[config.mk]
export PLATFORM = sky130hd
export DESIGN_NAME = timer_channel_capture_compare
export DESIGN_NICKNAME = d
export VERILOG_FILES = /design/src/hdl/chan_pair_cmp.v /design/src/hdl/timer_channel_capture_compare.v
export VERILOG_INCLUDE_DIRS = /design/src /design/src/common
export SDC_FILE = /design/constraint.sdc
export NUM_CORES = 1
export LEC_CHECK = 0
export BUFFER_PORTS_ARGS = -buffer_cell sky130_fd_sc_hd__buf_2
export CELL_PAD_IN_SITES_DETAIL_PLACEMENT = 1
export CELL_PAD_IN_SITES_GLOBAL_PLACEMENT = 2
export CORE_ASPECT_RATIO = 0.7
export CORE_MARGIN = 4
export CORE_UTILIZATION = 39
export CTS_CLUSTER_DIAMETER = 150
export CTS_CLUSTER_SIZE = 12
export DETAILED_ROUTE_END_ITERATION = 8
export PLACE_DENSITY_LB_ADDON = 0.1
export SLEW_MARGIN = 20
export SYNTH_ARGS = -nofsm -noshare
export SYNTH_HDL_FRONTEND = slang
export SYNTH_HIERARCHICAL = 1
export SYNTH_SLANG_ARGS = --single-unit
[constraint.sdc]
create_clock -name core_clk -period 2.7 [get_ports core_clk]
set_input_delay 0.405 -clock core_clk [delete_from_list [all_inputs] [get_ports core_clk]]
set_output_delay 0.405 -clock core_clk [all_outputs]
set_load 0.02 [all_outputs]
[src/common/timer_channel_regs.vh]
`ifndef TIMER_CHANNEL_REGS_VH
`define TIMER_CHANNEL_REGS_VH

// Register offsets, per channel (channel n at n*stride + offset)
`define CH_STRIDE         8'h04
`define OFF_MODE_CTRL     2'h0
`define OFF_VALUE_HIGH    2'h1
`define OFF_VALUE_LOW     2'h2
`define NUM_CHANNELS      6

// Mode/control field positions
`define BIT_FLAG          7
`define BIT_IRQ_EN        6
`define BIT_MSB           5
`define BIT_MSA           4
`define BIT_ELB           3
`define BIT_ELA           2
`define BIT_TOV           1
`define BIT_MAXD          0

`define CTRL_RESET        8'h00
`define EL_OFF            2'h0
`define EL_RISE_TOGGLE    2'h1
`define EL_FALL_CLEAR     2'h2
`define EL_ANY_SET        2'h3

`endif

[src/hdl/chan_pair_cmp.v]
`timescale 1ns/10ps
`include "timer_channel_regs.vh"
// Capture edge detect and compare action for one channel
// Pin history is {current, previous}
module chan_pair_cmp (
	// Configuration
	input  wire [1:0] edge_level,
	input  wire       out_now,
	input  wire [1:0] pin_hist,
	// Result
	output reg        edge_hit,
	output reg        cmp_level
);
	always @* begin
		edge_hit  = 1'b0;
		cmp_level = out_now;
		case (edge_level)
			`EL_RISE_TOGGLE: begin
				edge_hit  = pin_hist == 2'h2;
				cmp_level = ~out_now;
			end
			`EL_FALL_CLEAR: begin
				edge_hit  = pin_hist == 2'h1;
				cmp_level = 1'b0;
			end
			`EL_ANY_SET: begin
				edge_hit  = pin_hist[0] ^ pin_hist[1];
				cmp_level = 1'b1;
			end
			default: begin
				edge_hit  = 1'b0;
				cmp_level = out_now;
			end
		endcase
	end
endmodule // chan_pair_cmp

[src/hdl/timer_channel_capture_compare.v]
// Functional notes
// - Nonzero edge/level: select-A chooses capture (0) or unbuffered compare (1).
// - Edge/level 00: select-A 1 gives low initial level, 0 high.
// - Reset clears select-A of every channel.
// - Reset clears both edge/level bits of every channel.
// - Edge/level 00 releases pin to general-purpose port.
// - Edge/level 00 holds preset level; pin driven once a mode is enabled (code drives it in compare modes only).
// - Capture on rising (01), falling (10) or either edge (11).
// - Unbuffered compare match toggles (01), clears (10), sets (11).
// - Buffered compare match toggles, clears or sets likewise.
// - Toggle-on-overflow toggles compare output on overflow; no effect in capture.
// - Overflow action wins over simultaneous compare action.
// - Max-duty with toggle-on-overflow forces PWM to 100 percent.
// - Max-duty change takes effect in the next PWM cycle.
// - Each channel has read/write 16-bit value register, undefined after reset.
// - Capture: high byte read blocks captures until low byte read.
// - Compare: high byte write blocks compares and flag until low byte write.
// - Flag set by capture or match; writing 1 ignored; reset clears.
// - Flag cleared by read-while-set then write 0; new event cancels clear.
// - Select-B on even channel disables next odd channel and its pin.
//
// Local design decisions: the register addresses and the plain strobed port.
`timescale 1ns/10ps
`include "timer_channel_regs.vh"
module timer_channel_capture_compare (
	// Clock and reset
	input  wire        core_clk,
	input  wire        rst_n,
	// Register port
	input  wire [7:0]  reg_addr,
	input  wire [7:0]  reg_wdata,
	input  wire        reg_wr,
	input  wire        reg_rd,
	output reg  [7:0]  reg_rdata,
	// Timer counter
	input  wire [15:0] counter_value,
	input  wire        counter_overflow,
	// Channel pins
	input  wire [5:0]  timer_channel_pin_in,
	output reg  [5:0]  timer_channel_pin_out,
	output reg  [5:0]  timer_channel_pin_oe_n,
	// Channel status
	output reg  [5:0]  channel_irq
);
	reg  [7:0]  ctrl_r     [0:5];
	reg  [7:0]  val_hi_r   [0:5];
	reg  [7:0]  val_lo_r   [0:5];
	reg  [5:0]  out_r;
	reg  [5:0]  sync1_r;
	reg  [5:0]  sync2_r;
	reg  [5:0]  hist_r;
	reg  [5:0]  cap_block_r;
	reg  [5:0]  cmp_block_r;
	reg  [5:0]  flag_seen_r;
	reg  [5:0]  max_act_r;
	reg  [5:0]  buf_sel_r;
	reg  [7:0]  cap_lo_r   [0:5];
	wire [5:0]  edge_hit;
	wire [5:0]  cmp_level;
	wire [2:0]  sel_ch;
	wire [1:0]  sel_off;
	integer     i;

	function [2:0] chan_of;
		input [7:0] a;
		begin
			chan_of = a[4:2];
		end
	endfunction

	function is_disabled;
		input [2:0] ch;
		begin
			is_disabled = ch[0] & ctrl_r[ch - 3'h1][`BIT_MSB];
		end
	endfunction

	function [1:0] el_of;
		input [7:0] c;
		begin
			el_of = {c[`BIT_ELB], c[`BIT_ELA]};
		end
	endfunction

	assign sel_ch  = chan_of(reg_addr);
	assign sel_off = reg_addr[1:0];

	genvar g;
	generate
		for (g = 0; g < `NUM_CHANNELS; g = g + 1) begin : g_ch
			chan_pair_cmp chan_pair_cmp_inst (
				.edge_level (el_of(ctrl_r[g])),
				.out_now    (out_r[g]),
				.pin_hist   ({sync2_r[g], hist_r[g]}),
				.edge_hit   (edge_hit[g]),
				.cmp_level  (cmp_level[g])
			);
		end
	endgenerate

	// Per-channel compare match, using alternating buffer in paired mode
	function match_for;
		input [2:0] ch;
		input       sel;
		reg   [2:0] src;
		begin
			src = ch;
			if (!ch[0] && ctrl_r[ch][`BIT_MSB] && sel) begin
				src = ch + 3'h1;
			end
			match_for = counter_value == {val_hi_r[src], val_lo_r[src]};
		end
	endfunction

	always @(posedge core_clk or negedge rst_n) begin
		if (!rst_n) begin
			for (i = 0; i < `NUM_CHANNELS; i = i + 1) begin
				ctrl_r[i]   <= `CTRL_RESET;
				val_hi_r[i] <= 8'h00;
				val_lo_r[i] <= 8'h00;
				cap_lo_r[i] <= 8'h00;
			end
			out_r                  <= 6'h00;
			sync1_r                <= 6'h00;
			sync2_r                <= 6'h00;
			hist_r                 <= 6'h00;
			cap_block_r            <= 6'h00;
			cmp_block_r            <= 6'h00;
			flag_seen_r            <= 6'h00;
			max_act_r              <= 6'h00;
			buf_sel_r              <= 6'h00;
			reg_rdata              <= 8'h00;
			timer_channel_pin_out  <= 6'h00;
			timer_channel_pin_oe_n <= 6'h3F;
			channel_irq            <= 6'h00;
		end else begin
			sync1_r <= timer_channel_pin_in;
			sync2_r <= sync1_r;
			hist_r  <= sync2_r;
			reg_rdata <= 8'h00;
			for (i = 0; i < `NUM_CHANNELS; i = i + 1) begin : ch_loop
				reg        active;
				reg        capture;
				reg        ev;
				reg        match;
				reg        sel_here;
				active   = el_of(ctrl_r[i]) != `EL_OFF && !is_disabled(i[2:0]);
				capture  = !ctrl_r[i][`BIT_MSB] && !ctrl_r[i][`BIT_MSA];
				sel_here = sel_ch == i[2:0];
				match    = match_for(i[2:0], buf_sel_r[i]);
				ev       = 1'b0;
				if (!active) begin
					out_r[i] <= ~ctrl_r[i][`BIT_MSA];
				end else if (capture) begin
					if (edge_hit[i] && !cap_block_r[i]) begin
						ev          = 1'b1;
						val_hi_r[i] <= counter_value[15:8];
						val_lo_r[i] <= counter_value[7:0];
					end
				end else begin
					if (counter_overflow) begin
						max_act_r[i] <= ctrl_r[i][`BIT_MAXD];
						if (ctrl_r[i][`BIT_MSB]) begin
							buf_sel_r[i] <= ~buf_sel_r[i];
						end
					end
					if (ctrl_r[i][`BIT_TOV] && max_act_r[i]) begin
						out_r[i] <= 1'b1;
					end else if (ctrl_r[i][`BIT_TOV] && counter_overflow) begin
						out_r[i] <= ~out_r[i];
					end else if (match && !cmp_block_r[i]) begin
						out_r[i] <= cmp_level[i];
					end
					if (match && !cmp_block_r[i]) begin
						ev = 1'b1;
					end
				end
				// Register access
				if (sel_here && reg_rd && !is_disabled(i[2:0])) begin
					case (sel_off)
						`OFF_MODE_CTRL: begin
							reg_rdata <= ctrl_r[i];
							if (ctrl_r[i][`BIT_FLAG]) begin
								flag_seen_r[i] <= 1'b1;
							end
						end
						`OFF_VALUE_HIGH: begin
							reg_rdata <= val_hi_r[i];
							if (capture) begin
								cap_block_r[i] <= 1'b1;
							end
						end
						`OFF_VALUE_LOW: begin
							reg_rdata      <= val_lo_r[i];
							cap_block_r[i] <= 1'b0;
						end
						default: reg_rdata <= 8'h00;
					endcase
				end
				if (sel_here && reg_wr && !is_disabled(i[2:0])) begin
					case (sel_off)
						`OFF_MODE_CTRL: begin
							ctrl_r[i][6:0] <= reg_wdata[6:0];
							if (i[0]) begin
								ctrl_r[i][`BIT_MSB] <= 1'b0;
							end
							if (!reg_wdata[`BIT_FLAG] && flag_seen_r[i] && !ev) begin
								ctrl_r[i][`BIT_FLAG] <= 1'b0;
							end
							flag_seen_r[i] <= 1'b0;
						end
						`OFF_VALUE_HIGH: begin
							val_hi_r[i] <= reg_wdata;
							if (!capture) begin
								cmp_block_r[i] <= 1'b1;
							end
						end
						`OFF_VALUE_LOW: begin
							val_lo_r[i]    <= reg_wdata;
							cmp_block_r[i] <= 1'b0;
						end
						default: ;
					endcase
				end
				if (ev) begin
					ctrl_r[i][`BIT_FLAG] <= 1'b1;
					flag_seen_r[i]       <= 1'b0;
				end
				// Capture channels only listen to the pin
				timer_channel_pin_oe_n[i] <= ~(active && !capture);
				timer_channel_pin_out[i]  <= out_r[i];
				channel_irq[i] <= ctrl_r[i][`BIT_FLAG] & ctrl_r[i][`BIT_IRQ_EN];
			end
		end
	end
endmodule // timer_channel_capture_compare
; Yosys cells after proc, flatten, opt, wreduce, memory -nomap -nowiden
; Index checks and enable logic that the tools add are counted.
[classes]
n_lt_le_gt_ge = 3
n_eq_ne = 73
mux = 243
bitwise_logic = 39
reduce_logical = 166
[op_table]
columns = op, count
row1 = $mux W8, 90
row2 = $bmux W8 S3, 6
row3 = $pmux W8 S3, 6
row4 = $mux W1, 117
row5 = $eq A16 B16 Y1, 6
row6 = $reduce_and A3 Y1, 30
row7 = $logic_and A1 B1 Y1, 69
row8 = $reduce_bool A2 Y1, 25
row9 = $eq A2 B2 Y1 const B, 19
row10 = $ne A2 B2 Y1 const B, 18
row11 = $ne A6 B1 Y1 const B, 6
row12 = $pmux W1 S3, 12
row13 = $logic_not A1 Y1, 31
row14 = $eq A2 B1 Y1 const B, 13
row15 = $ne A4 B1 Y1 const B, 6
row16 = $not A1 Y1, 24
row17 = $pmux W1 S2, 12
row18 = $ge A4 B4 Y1 const B, 3
row19 = $reduce_and A2 Y1, 6
row20 = $reduce_and A4 Y1, 3
row21 = $not A3 Y4, 2
row22 = $and A1 B1 Y1, 6
row23 = $eq A3 B2 Y1 const B, 2
row24 = $eq A3 B3 Y1 const B, 2
row25 = 5 further kinds, 10
[word_totals]
regBits = 218
input_bits = 43
output_inout_bits = 26
wordCells = 583

; Depth between registers and ports, before layout
[depth]
word_depth = 17
mapped_depth = 10
ltp_nobuf = 10

; Modules after synthesis
; The synthesis kept the hierarchy.
[modules_own_cells]
columns = module, n_inst, cells_per_inst, area_each_um2
row1 = timer_channel_capture_compare, 1, 1317, 11975.2
row2 = chan_pair_cmp, 6, 14, 112.6

; Least setup slack after synthesis
; OpenSTA, ideal clock, no wires.
[synth_timing]
path_type = input to register
from = input port counter_value[3]
to = register flag_seen_r[4]
arrival_time_ns = 2.055
required_ns = 2.579
setup_slack_ns = 0.524
path_stages = 8
cell_sequence = buf_4 xor2_1 nor4_2 o2111ai_1 a2111oi_0 or3b_1 o21ai_2 nor2_1
[synth_between]
elab_chain_len = 6
[synth_rtl]
columns = item, line_no
row1 = from (decl), timer_channel_capture_compare.v:36  ; input wire [15:0] counter_value,
row2 = $eq A16 B16 Y1, timer_channel_capture_compare.v:111  ; match_for = counter_value == {val_hi_r[src], val_lo_r[src]};
row3 = $logic_and A1 B1 Y1, timer_channel_capture_compare.v:174  ; if (match && !cmp_block_r[i]) begin
row4 = $mux W1, timer_channel_capture_compare.v:174
row5 = $mux W1, timer_channel_capture_compare.v:154  ; end else if (capture) begin
row6 = $mux W1, timer_channel_capture_compare.v:152  ; if (!active) begin
row7 = $mux W1, timer_channel_capture_compare.v:225  ; if (ev) begin
row8 = "to (signal, indexed assignment)", timer_channel_capture_compare.v:184  ; flag_seen_r[i] <= 1'b1;
row9 = "to (signal, indexed assignment)", timer_channel_capture_compare.v:210  ; flag_seen_r[i] <= 1'b0;
row10 = "to (signal, indexed assignment)", timer_channel_capture_compare.v:227  ; flag_seen_r[i] <= 1'b0;
row11 = to (decl), timer_channel_capture_compare.v:54  ; reg [5:0] flag_seen_r;
; No other way between the ends.
; A chain may end at the register's enable or synchronous reset.

; Worst setup path after layout
[layout_timing]
from = register buf_sel_r[4]
to = register out_r[4]
[layout_between]
elab_chain_len = 10
word_cells_on_any_way = 13
[layout_rtl]
columns = item, line_no
row1 = from (decl), timer_channel_capture_compare.v:56  ; reg [5:0] buf_sel_r;
row2 = "from (signal, indexed assignment)", timer_channel_capture_compare.v:164  ; buf_sel_r[i] <= ~buf_sel_r[i];
row3 = $logic_and A1 B1 Y1 (*), timer_channel_capture_compare.v:108  ; if (!ch[0] && ctrl_r[ch][`BIT_MSB] && sel) begin
row4 = $mux W1 (*), timer_channel_capture_compare.v:108
row5 = $not A3 Y4 (implied by the code) (*), timer_channel_capture_compare.v:111
row6 = $bmux W8 S3, timer_channel_capture_compare.v:111
row7 = $mux W8 (implied by the code) (2 in a row), timer_channel_capture_compare.v:111
row8 = $eq A16 B16 Y1 (*), timer_channel_capture_compare.v:111
row9 = $logic_and A1 B1 Y1 (*), timer_channel_capture_compare.v:171  ; end else if (match && !cmp_block_r[i]) begin
row10 = $ne A4 B1 Y1 (no source line) (*), n/a
row11 = $reduce_and A3 Y1 (no source line) (*), n/a
row12 = "to (signal, indexed assignment)", timer_channel_capture_compare.v:153  ; out_r[i] <= ~ctrl_r[i][`BIT_MSA];
row13 = "to (signal, indexed assignment)", timer_channel_capture_compare.v:170  ; out_r[i] <= ~out_r[i];
row14 = "to (signal, indexed assignment)", timer_channel_capture_compare.v:172  ; out_r[i] <= cmp_level[i];
row15 = to (decl), timer_channel_capture_compare.v:48  ; reg [5:0] out_r;
; Mark *: on every way between the ends. The rest lies on a longest branch, timed or not. The select of a mux whose other input is x is not followed.

==> key figures <==
Placement
  • Placed cell area: 13900 sq um
  • Dpl cells: 1886
  • Placed wire-length estimate: 36700 um
  • Port bufs: 65
  • Routability congestion estimate: 0.969

Synthesis
  • Post-synth EDFFs: 0
  • Sequential share of the synthesized area: 0.432
  • Avg Inst Size Synth: 9.03 sq um
  • Post-Syn Area: 12700 sq um
  • Syn Inst Count: 1401
  • Synth cell types: 60
  • Synth Warn #: 6
  • Mapped Nets: 1468
  • Async SR Flop Fraction: 1.00
  • Yosys top cell area share: 0.419
  • Synth top area cells: dfrtp_1 42%, mux2i_1 7.9%, o21ai_0 5.9%
  • Main synth FF type: dfrtp_1
  • Synthesis-stage register bit count: 218
  • Yosys top cell by area: dfrtp_1

Worst setup path
  • R2R Setup Slk: 0.16 ns
  • Worst Path Required: 3.09 ns
  • R2R depth: 7
  • Critical Path AT: 2.93 ns
  • Delay-heaviest family, CP: simple AND/OR/NAND/NOR gates
  • Crit end category: register
  • CP startpoint: buf_sel_r[4]
  • CP max-delay cell: or3b_1
  • Critical path depth: 7
  • CP startpoint kind: register
  • Largest stage delay on the critical path: 0.53 ns
  • RR Endpoint: out_r[4]
  • WS Path Type: reg -> reg
  • CP Buf/Inv Count: 0
  • Crit Path Max Fanout: 6
  • Crit path cell chain: and2_0 -> nor4_1 -> nand4_1 -> a2111oi_0 -> or3b_1 -> a21oi_1 -> a31oi_1
  • Worst r2r src: buf_sel_r[4]

Timing
  • Worst-margin pin slew: 0.746 ns
  • Final Cycle Share: 0.940
  • Max-Slew Margin vs Limit: 0.503
  • Fin Clk Skew: 0.0220 ns
  • Fin. max-slew vios: 0
  • RSZ-0062 raised after global routing: no
  • Final hold viol count: 0
  • Sum of negative setup slack: 0 ns
  • Setup Viol. Count Final: 0
  • Max Clk Rate: 394 MHz
  • Crit path time final: 2.54 ns

Global route
  • Initial antenna violation count: 1
  • GRT met2 Usage: 0.475
  • Vias in the first global route: 11600
  • Tot GR Track Use: 0.289
  • Largest net degree at the start of global routing: 73
  • Gr ovfl total: 0
  • GR Util met1: 0.400
  • First-pass GRT wire length: 76800 um
  • Gr busiest metal: met2
  • Met3 usage: 0.0544

Floorplan
  • Initial Utilization: 0.401
  • Placeable Area: 31600 sq um
  • Height of the die: 159 um
  • # IOs: 69
  • Die Span X: 223 um
  • Row count: 54
  • Die area: 35400 sq um

Final layout
  • Non-Filler Instances: 1930
  • Nets: 1564
  • Area Growth Syn to Fin: 15.4%
  • Final design instance area without fill: 14600 sq um
  • Most frequent cells in the layout: 212 x dfrtp_1, 156 x nand2_1, 148 x o21ai_0
  • Storage element area: 5460 sq um
  • Fillers: 3691
  • Fraction of layout cells with a size suffix above 1: 0.168
  • Number of diodes: 0
  • Most common cell after layout, fill and taps aside: dfrtp_1
  • Multi-input gate area: 6640 sq um
  • Final core occ: 0.463

Job
  • Maxcap violations: 0

Pwr
  • PwrDens: 761 nW/um^2
  • Worst vdd ir: 480 uV
  • Leak pwr: 6.50 nW
  • Overall Power: 11.1 mW

Drt
  • Via-to-Cell Ratio: 5.85
  • Antenna Nets Post-Route: 0
  • Starting DRT DRC Count: 878
  • First-pass DRT Iterations: 5
  • WL/cell: 26.6 um
  • Vias: 11300
  • Drt total wl: 51300 um
  • DRC errors left: 0

CTS
  • Clock root buffer: clkbuf_16
  • H-tree depth: 1
  • CTS tree: done
  • CTS Buf Count: 22
  • Worst-Skew Late Latency: 0.53 ns
  • CTS clk-pin slew, worst paths: 0.07 ns
  • Clock sink count: 218
  • CTS Buffer Depth: 3

Hold path
  • Hold Path Sink: val_lo_r[24]
  • Worst min path class: in -> reg
  • Hold path startpoint: counter_value[0]
  • Hold Path Cell Cnt: 3

Outcome
  • Status: finished, final reports clean
where the power goes:
| group | leakage, nW | internal (mW) | switching, mW |
|---|---|---|---|
| Clock | 0.305 | 1.58 | 1.37 |
| Sequential | 2.60 | 4.09 | 0.957 |
| Combinational | 3.59 | 1.33 | 1.78 |
| Total | 6.50 | 7.01 | 4.11 |
worst register-to-register path: cells and delay by family (launching register included):
family | cells | cell delay (ns)
simple gates | 4 | 1.39
flops | 1 | 0.41
compound gates | 3 | 0.61
synthesized netlist by cell type, types with 23 or more instances:
cell      count
dfrtp_1     212
nand2_1     156
o21ai_0     148
nor2_1      144
mux2i_1     100
a21oi_1      97
clkbuf_1     63
mux2_2       44
xnor2_1      43
xor2_1       41
inv_1        34
nand3_1      33
ha_1         24
a31oi_1      23
layout make-up:
type / count / share of cell area
multi-input cells: 1048 / 0.455
flip-flops and latches: 218 / 0.374
repair buffers: 169 / 0.0821
clock buffers: 36 / 0.0428
well taps: 420 / 0.0360
inverters: 38 / 0.00977
clock inverters: 1 / 0.000771
flip-flops by register name (all words and copies together) (netlist names), 8 cells and up:
name / count
ctrl_r: 45
reg_rdata: 8
val_hi_r: 48
val_lo_r: 48
through the flow:
| step | hold slack [ns] | setup WS, ns |
|---|---|---|
| finish | 0.320 | 0.163 |
| global route | 0.309 | 0.00784 |
| CTS | 0.281 | 0.190 |
| detailed placement | 0.338 | 0.0933 |
| global placement | 0.332 | 0.134 |
| floorplan | 0.109 | 0.524 |
cell families after synthesis:
logic type	synth area share
AND/OR/NAND/NOR	0.159
AO/OA/AOI/OAI	0.165
flip-flops	0.432
multiplexers	0.118
buffers and inverters	0.0440
XOR/XNOR	0.0582
adder cells (fa/ha/maj)	0.0237
metal layers:
layer  part of all wire  wire length (um)
met3              0.066              3380
met4              0.026              1340
met5                  0                 0
met1               0.45             23200
met2               0.46             23400
worst max-delay path by stage:
stage                     end  slack [ns]
4_1_cts              out_r[4]        0.19
2_1_floorplan  flag_seen_r[4]        0.52
5_1_grt        flag_seen_r[4]       0.008
3_3_place_gp         out_r[4]        0.13
6_report             out_r[4]        0.16
3_5_place_dp         out_r[4]        0.09
repair_timing:
action / 4_1_cts / 5_1_grt
gates resized for setup: 0 / 0
hold buffers: 7 / 0
endpoints found under the hold margin: 71 / 0
setup buffers: 0 / 0
Note: power is estimated with default switching activity, not from simulation.
